### src/common/ets_params.svh
// offsets, field positions, reset values and timing counts of the event timestamp block
// assumes: included by the package and the design; offsets are register indices, byte address = 4 * index
`ifndef ETS_PARAMS_SVH
`define ETS_PARAMS_SVH

// register indices
`define ETS_U1_CTL_IDX 11'h420
`define ETS_U1_S2_NSL_IDX 11'h434
`define ETS_U1_S2_NSH_IDX 11'h436
`define ETS_U1_S2_SL_IDX 11'h438
`define ETS_U1_S2_SH_IDX 11'h43a
`define ETS_U1_S2_SUB_IDX 11'h43c
`define ETS_U2_CTL_IDX 11'h440
`define ETS_U2_S1_NSL_IDX 11'h444
`define ETS_U2_S1_NSH_IDX 11'h446
`define ETS_U2_S1_SL_IDX 11'h448
`define ETS_U2_S1_SH_IDX 11'h44a
`define ETS_U2_S1_SUB_IDX 11'h44c

// control field positions
`define ETS_CTL_RISE_BIT 7
`define ETS_CTL_FALL_BIT 6
// upper nanosecond word field positions
`define ETS_NSH_EDGE_BIT 14
`define ETS_NSH_NS_MSB 13

// reset values
`define ETS_REC_RESET 16'h0000
`define ETS_CTL_RESET 2'h0

// which qualifying edge each unit records: unit 1 its second, unit 2 its first
`define ETS_U1_CAPTURE_AT 2'h1
`define ETS_U2_CAPTURE_AT 2'h0
`define ETS_EDGE_CNT_MAX 2'h2

// timing
`define ETS_CLK_PERIOD_NS 40
`define ETS_SLOT_NS 8
`define ETS_SLOTS_PER_TICK (`ETS_CLK_PERIOD_NS / `ETS_SLOT_NS)
`define ETS_SLOT_MAX 3'h4

`endif

### src/common/ets_pkg.sv
// types of the event timestamp block
// assumes: nothing beyond the params header
`include "ets_params.svh"
package ets_pkg;
  typedef logic [29:0] ets_ns_t;
  typedef logic [31:0] ets_sec_t;
  typedef logic [2:0] ets_slot_t;
  typedef logic [1:0] ets_cnt_t;
  typedef enum logic [1:0] {
    ETS_HT_IDLE,
    ETS_HT_BUSY,
    ETS_HT_NONSEQ,
    ETS_HT_SEQ
  } ets_htrans_e;
endpackage

### src/hdl/ets_sample2.sv
// two event timestamp units with capture records, reached as an AHB-Lite slave
// assumes: one 25 MHz clock, a free-running local time base on the same clock, event pins asynchronous
//
// Register access over AHB-Lite was left to the implementer.
`include "ets_params.svh"
module ets_sample2 (
  input wire logic clk,
  input wire logic reset_n,
  input wire logic hsel,
  input wire logic [31:0] haddr,
  input wire logic [1:0] htrans,
  input wire logic hwrite,
  input wire logic [2:0] hsize,
  input wire logic [31:0] hwdata,
  input wire logic hready,
  output logic hreadyout,
  output logic hresp,
  output logic [31:0] hrdata,
  input wire logic [1:0] event_in,
  input wire logic [29:0] time_ns,
  input wire logic [31:0] time_sec,
  input wire logic [2:0] time_slot
);

  localparam int NU = 2;

  // clamp a raw slot code into the five meaningful slots
  function automatic ets_pkg::ets_slot_t ets_slot_clip(input logic [2:0] raw);
    ets_slot_clip = (raw > `ETS_SLOT_MAX) ? `ETS_SLOT_MAX : raw;
  endfunction

  // event pin synchronisers and edge detection
  logic [NU-1:0] ev_s1;
  logic [NU-1:0] ev_s2;
  logic [NU-1:0] ev_s3;
  logic [NU-1:0] rise;
  logic [NU-1:0] fall;

  always_ff @(posedge clk) begin
    if (!reset_n) begin
      ev_s1 <= '0;
      ev_s2 <= '0;
      ev_s3 <= '0;
    end else begin
      ev_s1 <= event_in;
      ev_s2 <= ev_s1;
      ev_s3 <= ev_s2;
    end
  end

  // edges compare the second stage with the third, its one-cycle delayed copy
  assign rise = ev_s2 & ~ev_s3;
  assign fall = ~ev_s2 & ev_s3;

  // bus address phase capture
  logic wr_pend;
  logic [10:0] wr_idx;
  logic [31:0] rd_val;
  logic [31:0] next_hrdata;
  logic next_wr_pend;
  logic [10:0] next_wr_idx;
  logic addr_ok;
  logic [10:0] a_idx;

  assign addr_ok = hsel && hready && (htrans == ets_pkg::ETS_HT_NONSEQ || htrans == ets_pkg::ETS_HT_SEQ);
  assign a_idx = haddr[12:2];
  // zero wait state and always OKAY; hsize ignored, word transfers only
  assign hreadyout = 1'b1;
  assign hresp = 1'b0;

  // unit state
  logic [1:0] ctl [NU];
  ets_pkg::ets_cnt_t cnt [NU];
  ets_pkg::ets_ns_t rec_ns [NU];
  ets_pkg::ets_sec_t rec_sec [NU];
  ets_pkg::ets_slot_t rec_slot [NU];
  logic rec_edge [NU];
  logic [1:0] next_ctl [NU];
  ets_pkg::ets_cnt_t next_cnt [NU];
  ets_pkg::ets_ns_t next_rec_ns [NU];
  ets_pkg::ets_sec_t next_rec_sec [NU];
  ets_pkg::ets_slot_t next_rec_slot [NU];
  logic next_rec_edge [NU];
  logic [NU-1:0] qual;
  logic [NU-1:0] take;
  ets_pkg::ets_cnt_t cap_at [NU];

  // unit 1 records its second qualifying edge, unit 2 its first
  assign cap_at[0] = `ETS_U1_CAPTURE_AT;
  assign cap_at[1] = `ETS_U2_CAPTURE_AT;

  always_comb begin
    for (int u = 0; u < NU; u++) begin
      qual[u] = (rise[u] && ctl[u][1]) || (fall[u] && ctl[u][0]);
      take[u] = qual[u] && (cnt[u] == cap_at[u]);
      next_ctl[u] = ctl[u];
      next_cnt[u] = cnt[u];
      next_rec_ns[u] = rec_ns[u];
      next_rec_sec[u] = rec_sec[u];
      next_rec_slot[u] = rec_slot[u];
      next_rec_edge[u] = rec_edge[u];
      // count saturates so later edges never wrap back to a capture
      if (qual[u] && cnt[u] != `ETS_EDGE_CNT_MAX) begin
        next_cnt[u] = cnt[u] + 2'h1;
      end
      // a control write re-arms; an edge in the same cycle still counts
      if (wr_pend && wr_idx == (u == 0 ? `ETS_U1_CTL_IDX : `ETS_U2_CTL_IDX)) begin
        next_ctl[u] = {hwdata[`ETS_CTL_RISE_BIT], hwdata[`ETS_CTL_FALL_BIT]};
        next_cnt[u] = qual[u] ? 2'h1 : 2'h0;
      end
      if (take[u]) begin
        next_rec_ns[u] = time_ns;
        next_rec_sec[u] = time_sec;
        next_rec_slot[u] = ets_slot_clip(time_slot);
        next_rec_edge[u] = rise[u];
      end
    end
  end

  // synchronous reset clears records, enables and edge counts
  always_ff @(posedge clk) begin
    for (int u = 0; u < NU; u++) begin
      if (!reset_n) begin
        ctl[u] <= `ETS_CTL_RESET;
        cnt[u] <= 2'h0;
        rec_ns[u] <= '0;
        rec_sec[u] <= '0;
        rec_slot[u] <= '0;
        rec_edge[u] <= 1'b0;
      end else begin
        ctl[u] <= next_ctl[u];
        cnt[u] <= next_cnt[u];
        rec_ns[u] <= next_rec_ns[u];
        rec_sec[u] <= next_rec_sec[u];
        rec_slot[u] <= next_rec_slot[u];
        rec_edge[u] <= next_rec_edge[u];
      end
    end
  end

  // read decode
  always_comb begin
    rd_val = 32'h0000_0000;
    unique case (a_idx)
      `ETS_U1_CTL_IDX: rd_val[`ETS_CTL_RISE_BIT:`ETS_CTL_FALL_BIT] = ctl[0];
      `ETS_U1_S2_NSL_IDX: rd_val[15:0] = rec_ns[0][15:0];
      `ETS_U1_S2_NSH_IDX: rd_val[15:0] = {1'b0, rec_edge[0], rec_ns[0][29:16]};
      `ETS_U1_S2_SL_IDX: rd_val[15:0] = rec_sec[0][15:0];
      `ETS_U1_S2_SH_IDX: rd_val[15:0] = rec_sec[0][31:16];
      `ETS_U1_S2_SUB_IDX: rd_val[2:0] = rec_slot[0];
      `ETS_U2_CTL_IDX: rd_val[`ETS_CTL_RISE_BIT:`ETS_CTL_FALL_BIT] = ctl[1];
      `ETS_U2_S1_NSL_IDX: rd_val[15:0] = rec_ns[1][15:0];
      `ETS_U2_S1_NSH_IDX: rd_val[15:0] = {1'b0, rec_edge[1], rec_ns[1][29:16]};
      `ETS_U2_S1_SL_IDX: rd_val[15:0] = rec_sec[1][15:0];
      `ETS_U2_S1_SH_IDX: rd_val[15:0] = rec_sec[1][31:16];
      `ETS_U2_S1_SUB_IDX: rd_val[2:0] = rec_slot[1];
      // gaps and all else read zero
      default: rd_val = 32'h0000_0000;
    endcase
  end

  always_comb begin
    next_hrdata = hrdata;
    next_wr_pend = 1'b0;
    next_wr_idx = wr_idx;
    if (addr_ok && !hwrite) begin
      next_hrdata = rd_val;
    end
    // write data follows one cycle later, in the data phase
    if (addr_ok && hwrite) begin
      next_wr_pend = 1'b1;
      next_wr_idx = a_idx;
    end
  end

  always_ff @(posedge clk) begin
    if (!reset_n) begin
      hrdata <= 32'h0000_0000;
      wr_pend <= 1'b0;
      wr_idx <= 11'h000;
    end else begin
      hrdata <= next_hrdata;
      wr_pend <= next_wr_pend;
      wr_idx <= next_wr_idx;
    end
  end
endmodule

### config.mk
export PLATFORM = sky130hd
export DESIGN_NAME = ets_sample2
export DESIGN_NICKNAME = d
export VERILOG_FILES = /design/src/common/ets_pkg.sv /design/src/hdl/ets_sample2.sv
export VERILOG_INCLUDE_DIRS = /design/src /design/src/common
export SDC_FILE = /design/constraint.sdc
export NUM_CORES = 1
export LEC_CHECK = 0
export ABC_CLOCK_PERIOD_IN_PS = 1400
export BUFFER_PORTS_ARGS = -buffer_cell sky130_fd_sc_hd__buf_2
export CELL_PAD_IN_SITES_DETAIL_PLACEMENT = 0
export CELL_PAD_IN_SITES_GLOBAL_PLACEMENT = 1
export CORE_MARGIN = 2
export CORE_UTILIZATION = 35
export DETAILED_ROUTE_END_ITERATION = 12
export GPL_ROUTABILITY_DRIVEN = 0
export PLACE_DENSITY = 0.77
export REMOVE_ABC_BUFFERS = 1
export SKIP_LAST_GASP = 1
export SYNTH_ARGS = -nofsm -noshare
export SYNTH_HDL_FRONTEND = slang
export SYNTH_SLANG_ARGS = --single-unit
### constraint.sdc
create_clock -name clk -period 1.4 [get_ports clk]
set_input_delay 0.21 -clock clk [delete_from_list [all_inputs] [get_ports clk]]
set_output_delay 0.21 -clock clk [all_outputs]
set_load 0.05 [all_outputs]
Yosys cells after proc, flatten, opt, wreduce, memory -nomap -nowiden

Memories as Yosys holds them, arrays and structs flattened.
Cells that the tools add are included.

Output and inout bits: 34
Memory bits (writable): 140
Memories: 6
Word-level logic and storage cells: 105
Flip-flop bits (word level): 34

Memories:

| name     | words | width | rd ports | clocked after memory_dff | wr ports | RTL line          | source |
|---|---|---|---|---|---|---|---|
| rec_sec  | 2     | 32    | 2        | 0                        | 2        | ets_sample2.sv:75 | `ets_pkg::ets_sec_t rec_sec [NU];` |
| rec_ns   | 2     | 30    | 2        | 0                        | 2        | ets_sample2.sv:74 | `ets_pkg::ets_ns_t rec_ns [NU];` |
| rec_slot | 2     | 3     | 2        | 0                        | 2        | ets_sample2.sv:76 | `ets_pkg::ets_slot_t rec_slot [NU];` |
| cnt      | 2     | 2     | 2        | 0                        | 2        | ets_sample2.sv:73 | `ets_pkg::ets_cnt_t cnt [NU];` |
| ctl      | 2     | 2     | 2        | 0                        | 2        | ets_sample2.sv:72 | `logic [1:0] ctl [NU];` |
| rec_edge | 2     | 1     | 2        | 0                        | 2        | ets_sample2.sv:77 | `logic rec_edge [NU];` |

$add $sub $neg: 2
Bitwise logic cells: 16
Reduce and logical (&&, ||, !) cells: 19
Magnitude comparators: 1
Equal/unequal tests: 19
Muxes and demuxes: 36

Operators with widths:

| cell                                                 | count |
|---|---|
| equality test 11 bit, second input constant          | 14 |
| two-way mux 32 bit                                   | 4 |
| two-way mux 30 bit                                   | 4 |
| case mux 8 bit (8 select lines)                      | 1 |
| case mux 3 bit (10 select lines)                     | 1 |
| case mux 3 bit (8 select lines)                      | 1 |
| two-way mux 2 bit                                    | 10 |
| case mux 2 bit (10 select lines)                     | 1 |
| two-way mux 3 bit                                    | 5 |
| logical AND 1 bit                                    | 14 |
| OR 1 bit                                             | 12 |
| two-way mux 1 bit                                    | 9 |
| adder 2 x 1 -> 2 bit, second input constant          | 2 |
| bitwise AND 2 bit                                    | 2 |
| equality test 2 bit, second input constant           | 2 |
| != test 2 bit, second input constant                 | 2 |
| NOT 2 bit                                            | 2 |
| greater-than comparator 3 bit, second input constant | 1 |
| logical OR 1 bit                                     | 3 |
| equality test 2 x 1 -> 1 bit, second input constant  | 1 |
| zero test 2 bit                                      | 1 |
| zero test 1 bit                                      | 1 |

Depth between registers and ports, before layout

Gate-level depths: netlist of run 1.

Depth in word-level cells: 8
Gate-level depth with buffers: 8

Worst setup path before layout of run 1

No wires, ideal clock.

Path kind: input -> register
Start point: input port haddr[6]
End point: register hrdata[0]
Setup slack: -75 ps
Path buffers: 2
Arrival: 1357 ps
Data required time: 1282 ps
Stages on the path: 7
Cells stage by stage: buf_2 > and3b_1 > buf_6 > a22o_1 > a222oi_1 > a21boi_1 > o21ai_1

Word-level cells in the longest chain between the ends: 2
Elaborated cells on any way between the ends: 11

RTL lines:

| element                              | RTL line           | source |
|---|---|---|
| start: declaration                   | ets_sample2.sv:10  | `input wire logic [31:0] haddr,` |
| equality test 11 bit                 | ets_sample2.sv:144 | `unique case (a_idx)` |
| case mux 3 bit (10 select lines) (*) | ets_sample2.sv:144 |  |
| end signal: assignment               | ets_sample2.sv:182 | `hrdata <= next_hrdata;` |
| end: declaration                     | ets_sample2.sv:18  | `output logic [31:0] hrdata,` |

Every way passes the cells marked *; elsewhere a longest branch is shown, timed or not.
A chain may end at the register's enable or synchronous reset.

==> metrics.yaml, run 1 <==
overflow: 0
dp_cells: 1380
fin_crit_sh_pct: 108
clock.fmax_mhz: 659
drv_slew: 0
stdcell_count: 1447
grt_pass1_vias: 7293
drt-pass1-iter-count: 5
start_kind: "flop"
dieArea_mm2: 0.0245
yosysWarnings: 0
numCtsBuffers: 17
utilization_pct: 49.3
io_buffer_count: 101
crit_arrival_ps: 1880
crit_type: "flop to flop"
status: "complete, but fails checks"
synthCells: 968
synth_area_mm2: 0.00813
coreArea_mm2: 0.0227
setup_ws_ps: -118
ys.flop_type: "dfxtp_1"
grt_max_degree: 41
drv_cap: 0
power.leakage_nw: 4.42
grt_antenna_before_repair: 0
cp.required_ps: 1770
fin_nets: 1294
setup-tns-final_ps: -4740
ys_types: 72
totalPowerFinal_w: 0.0105
finalCriticalPeriod_ps: 1520
drcViolationCount: 0
dp_hpwl_um: 17100
initial_core_util_pct: 35.8
hold_violations: 0
final-setup-viol-count: 78
layout-drive-gt1-share_pct: 32.5
synthToLayoutAreaGrowth_pct: 37.7
hold_class: "primary input to flop"
finClkSkew_ps: 11.9
synth_edf_count: 1
crit_path_end_kind: "flop"
cts.sinks: 174
ys_ff_latch: 174
dieWidth_um: 156
ir_drop_mv: 0.762
async_flop_share_pct: 0
routedWlPerCell_um: 19.0
clk_latency_ps: 440
synth_area_per_cell_um2: 8.40
antenna-diode-count: 0
cts_max_path_buffers: 2
p_per_area_mw_per_mm2: 937
wl_um: 27500
synth.area.top_cells: "dfxtp_1, nand2_1, a21boi_0"
grt_setup_unrepaired: "yes"
dpl_cell_area_mm2: 0.00950
violations: "setup timing"
grt_pass1_wl_um: 40400
synth_top_area_cell: "dfxtp_1"
grt_usage_pct: 21.6
finalInstanceArea_mm2: 0.0112
ys_seq_area_share_pct: 43.0
synth_top_area_share_pct: 42.6
cts_tree: "yes"
viasPerCell: 5.17
ioPinCount: 175
cts_root_buffer: "clkbuf_16"
vias: 7486
drt_iter0_markers: 519
detail-route-antenna-nets: 0
row_count: 55
cp_max_fo: 22
die_y_um: 156
path_clk_slew_ps: 80
htreeDepth: 4
[flip-flops by register name, summed over array words and instances (netlist names), 4 cells and up]
name,flops
rec_sec,64
rec_ns,60
cnt,4
rec_slot,6
hrdata,16
wr_idx,11
ctl,4
[final timing paths]
check | from | to | slack [ps] | depth (start not counted)
hold reg to reg | ev_s1[1] | ev_s2[1] | 440 | 1
setup reg to reg | ev_s2[0] | rec_ns[0][14] | -120 | 7
setup / recovery | ev_s2[0] | rec_ns[0][14] | -120 | 7
hold / removal | time_sec[19] | rec_sec[1][19] | 9 | 3
[Yosys cell counts (2+ instances only)]
master / instances
buf_2: 26
o22ai_2: 2
buf_1: 5
nor2_1: 11
a21boi_1: 18
dfxtp_1: 173
clkbuf_1: 26
o211ai_1: 2
or3b_1: 2
o21a_1: 2
conb_1: 2
a221oi_1: 2
nor4b_1: 3
a22oi_1: 28
o21ai_1: 14
ha_1: 4
inv_1: 5
nand2_1: 325
o21ai_0: 10
a21oi_1: 5
and4bb_2: 2
a32oi_1: 6
nand3_1: 6
nand4_1: 4
buf_4: 24
buf_6: 7
and2_1: 14
a211oi_1: 3
nor3_1: 3
o22ai_1: 13
mux2i_1: 32
nand3b_1: 2
a21boi_0: 127
a22o_1: 8
nor2b_1: 14
nor2_4: 2
[layer usage]
layer / wire, um / part of all wire (%) / vias up / track usage [%]
li1: - / - / 3642 / -
met2: 13000 / 47 / 224 / 35.3
met3: 1610 / 5.9 / 39 / 5.07
met1: 12400 / 45 / 3581 / 28.9
met4: 463 / 1.7 / 0 / 5.16
met5: 0 / 0 / - / 0
[area by class of cell]
cell class	instances	area, um2
Clock buffer	18	429
Clock inverter	14	136
Fill cell	2157	11500
Inverter	5	18.8
Multi-Input combinational cell	717	4640
Sequential cell	174	3500
Tap cell	285	357
Timing Repair Buffer	234	2120
[worst max-delay path: stages (launching register included)]
cell and delay [ps]:
dfxtp_2 330, nor2b_4 130, a2bb2oi_2 150, nand2b_4 240, buf_4 160, buf_16 170, nand2_1 110, a21boi_2 150
[cell usage in the layout (no fill, tap or decap), types with 15 or more instances in the layout]
cell       count
a21boi_1      69
dfxtp_1      167
buf_12        23
o21ai_1       15
buf_4         83
a21boi_2      30
nand2_1      281
conb_1        18
a21boi_0      47
buf_2        100
nand2_4       31
mux2i_1       32
clkbuf_16     24
a22oi_1       28
[power breakdown]
part	total (W)	internal [W]	switching [W]
combinational	0.000847	0.000353	0.000494
clock	0.00467	0.00249	0.00218
sequential	0.00498	0.00497	0.00000984
[repair_timing]
action	CTS	global route
resized for setup	43	196
hold buffers	2	0
pin swaps	7	73
hold endpoints to repair	2	0
buffers inserted	13	5
endpoints found under the setup margin	136	136
cloned	8	9
[per-stage QoR]
step | setup WS [ps] | hold WS, ps
2_1_floorplan | -1710 | 326
5_1_grt | -177 | 14.8
3_5_place_dp | -272 | 418
3_3_place_gp | -295 | 423
4_1_cts | -87.7 | 5.60
6_report | -118 | 9.10
[cell families after synthesis]
| kind of cell | count (synthesis) | share of synthesized area, % |
|---|---|---|
| adder cells (fa/ha/maj) | 4 | 0.616 |
| multiplexers | 32 | 3.94 |
| AO/OA/AOI/OAI | 255 | 23.6 |
| buffers and inverters | 93 | 6.45 |
| AND/OR/NAND/NOR | 407 | 22.2 |
| flip-flops | 174 | 43.0 |
| other | 2 | 0.0924 |
| XOR/XNOR | 1 | 0.108 |
No activity file was read; power rests on OpenSTA's default activity.
==> run 2: changes to the inputs <==
--- a/config.mk
+++ b/config.mk
@@ -6,15 +6,17 @@
 export SDC_FILE = /design/constraint.sdc
 export NUM_CORES = 1
 export LEC_CHECK = 0
+export ABC_AREA = 1
 export ABC_CLOCK_PERIOD_IN_PS = 1400
 export BUFFER_PORTS_ARGS = -buffer_cell sky130_fd_sc_hd__buf_2
 export CELL_PAD_IN_SITES_DETAIL_PLACEMENT = 0
 export CELL_PAD_IN_SITES_GLOBAL_PLACEMENT = 1
 export CORE_MARGIN = 2
-export CORE_UTILIZATION = 35
+export CORE_UTILIZATION = 34
 export DETAILED_ROUTE_END_ITERATION = 12
 export GPL_ROUTABILITY_DRIVEN = 0
-export PLACE_DENSITY = 0.77
+export GPL_TIMING_DRIVEN = 0
+export PLACE_DENSITY = 0.78
 export REMOVE_ABC_BUFFERS = 1
 export SKIP_LAST_GASP = 1
 export SYNTH_ARGS = -nofsm -noshare
==> run 2 against run 1 <==
The flow still finishes with violations (setup timing). Register-to-register slack better by 40 ps. Die area is 1.6% lower. Maximum frequency is 2.4% higher. Sequential share of layout area is 1.6 points higher. Critical path type unchanged.
==> metrics.yaml, run 2 <==
status: "complete, but fails checks"
violations: "setup timing"
clock.fmax_mhz: 674
ys_ff_latch: 174
layout-drive-gt1-share_pct: 24.5
synth.area.top_cells: "dfxtp_1, nor2_1, o21ai_0"
drcViolationCount: 0
initial_core_util_pct: 34.5
reg2reg_slack_ps: -80
overflow: 0
regMostFlops: "rec_sec"
drt-pass1-iter-count: 6
cp.required_ps: 1720
synth_area_per_cell_um2: 6.92
finalCriticalPeriod_ps: 1480
htreeDepth: 4
largest_reg_flops: 64
crit_path_end_kind: "flop"
fin_crit_sh_pct: 106
top_regs: "rec_sec (64), rec_ns (60), hrdata (16)"
grt_pass1_wl_um: 41700
yosysWarnings: 0
crit_buf_inv: 4
grt_antenna_before_repair: 1
drv_slew: 0
synth_commonest_cells: "nor2_1, nand2_1, dfxtp_1"
cp_top_family: "buffers and inverters"
dp_cells: 1450
hold_class: "primary input to flop"
grt_pass1_vias: 6986
detail-route-antenna-nets: 0
final-setup-viol-count: 42
crit_chain: "inv_2 -> o21ai_2 -> nand2_2 -> clkinvlp_4 -> buf_12 -> buf_16 -> nand2_4 -> o21ai_1 -> nor2_1"
crit_type: "flop to flop"
drt_iter0_markers: 766
fin_nets: 1425
synth_top_area_cell: "dfxtp_1"
p_per_area_mw_per_mm2: 1070
async_flop_share_pct: 0
worstReg2RegEnd: "rec_ns[1][27]"
die_y_um: 155
cts_root_buffer: "clkbuf_16"
final_cell_mix: "nor2_1, nand2_1, dfxtp_1"
grt_usage_pct: 23.3
startpoint: "ctl[1][1]"
pre_cts_ws_ps: -1590
hold_start: "time_sec[0]"
ys_seq_area_share_pct: 45.0
numCtsBuffers: 17
yosysMostFrequentCell: "nor2_1"
viasPerCell: 5.07
cpPeakStageDelay_ps: 330
min_to: "rec_sec[1][0]"
synth_area_mm2: 0.00777
setup_ws_ps: -83.3
synth_edf_count: 1
tightest_slew_ps: 688
routedWlPerCell_um: 18.8
drv_cap: 0
cts_tree: "yes"
finClkSkew_ps: 10.5
power.leakage_nw: 4.42
wl_um: 29600
ys.flop_type: "dfxtp_1"
crit_arrival_ps: 1810
dieWidth_um: 155
coreArea_mm2: 0.0225
synth_top_area_share_pct: 44.6
dpl_cell_area_mm2: 0.00832
mostFrequentLayoutCell: "nor2_1"
dp_hpwl_um: 13800
cp_max_fo: 7
r2r_start: "ctl[1][1]"
slew_headroom_pct: 54.0
io_buffer_count: 101
row_count: 55
grt_max_degree: 104
path_clk_slew_ps: 70
grt_setup_unrepaired: "yes"
synthCells: 1123
hold_path_depth: 3
cts.sinks: 174
vias: 7995
cts_max_path_buffers: 2
totalPowerFinal_w: 0.0114
clk_latency_ps: 430
rr_worst_depth: 9
stdcell_count: 1578
synthToLayoutAreaGrowth_pct: 37.5
ioPinCount: 175
ir_drop_mv: 0.657
hold_violations: 0
start_kind: "flop"
finalInstanceArea_mm2: 0.0107
setup-tns-final_ps: -891
ys_types: 29
slowest_stage: "dfxtp_2"
dieArea_mm2: 0.0241
[run 2: changes by cell type in the layout (fill, tap and decap cells not counted), sizes merged, moves of 50 or more]
cell    delta
nor2     +279
o21ai    +147
a21boi   -146
nand2    -130
nand3     +70
inv       +66
buf       -61
a21oi     +50
[run 2: where the power goes]
| part | leakage, nW | switching, W | internal [W] |
|---|---|---|---|
| registers | 1.42 | 0.0000624 | 0.00508 |
| logic | 2.71 | 0.000807 | 0.000455 |
| clock network | 0.298 | 0.00212 | 0.00290 |
[run 2: final cells by class]
cell class	instances	area, um2
antenna	1	2.50
clock buffer	21	492
clock inverter	10	124
fill	2221	11800
inverter	75	350
multi-input combinational	833	4230
sequential	174	3510
tap	285	357
timing repair buffer	170	1430
timing repair inverter	9	191
[run 2: what timing repair did]
action / CTS / global route
hold endpoints to repair: 2 / 0
gates cloned: 26 / 8
hold buffers: 2 / 0
setup endpoints to repair: 157 / 156
resized for setup: 120 / 77
buffers inserted: 28 / 33
pin swaps: 15 / 25
[run 2: cells by family after synthesis]
logic type | synth area share (%)
other | 0.0967
AO/OA/AOI/OAI | 14.8
buffers and inverters | 9.24
AND/OR/NAND/NOR | 30.2
adder cells (fa/ha/maj) | 0.644
flip-flops | 45.0
[run 2: through the flow]
stage	util, %	hold WS [ps]
finish	47.5	25.4
CTS	44.1	22.0
global route	47.5	10.9
global placement	36.7	394
floorplan	-	303
detailed placement	37.0	397
[run 2: layer usage]
layer  vias up  track usage (%)  wire length (um)
met5         -                0                 0
met4         0             6.97               592
met3        40             4.15              1970
met2       293             36.8             13700
met1      3725             32.5             13400
li1       3937                -                 -
[run 2: worst max-delay path by stage]
stage,endpoint,slack (ps),depth (start not counted)
6_report,rec_ns[1][27],-80,9
5_1_grt,rec_ns[1][27],-120,9
4_1_cts,rec_edge[0],-70,8
3_5_place_dp,rec_edge[0],-1590,7
3_3_place_gp,rec_sec[1][0],-4170,7
2_1_floorplan,rec_ns[1][0],-1820,6
[run 2: worst reg2reg max path: cells and delay by family, from the launching register on]
kind / cells / cell delay (ps)
compound gates: 2 / 280
buf+inv: 4 / 470
flops: 1 / 330
simple gates: 3 / 300
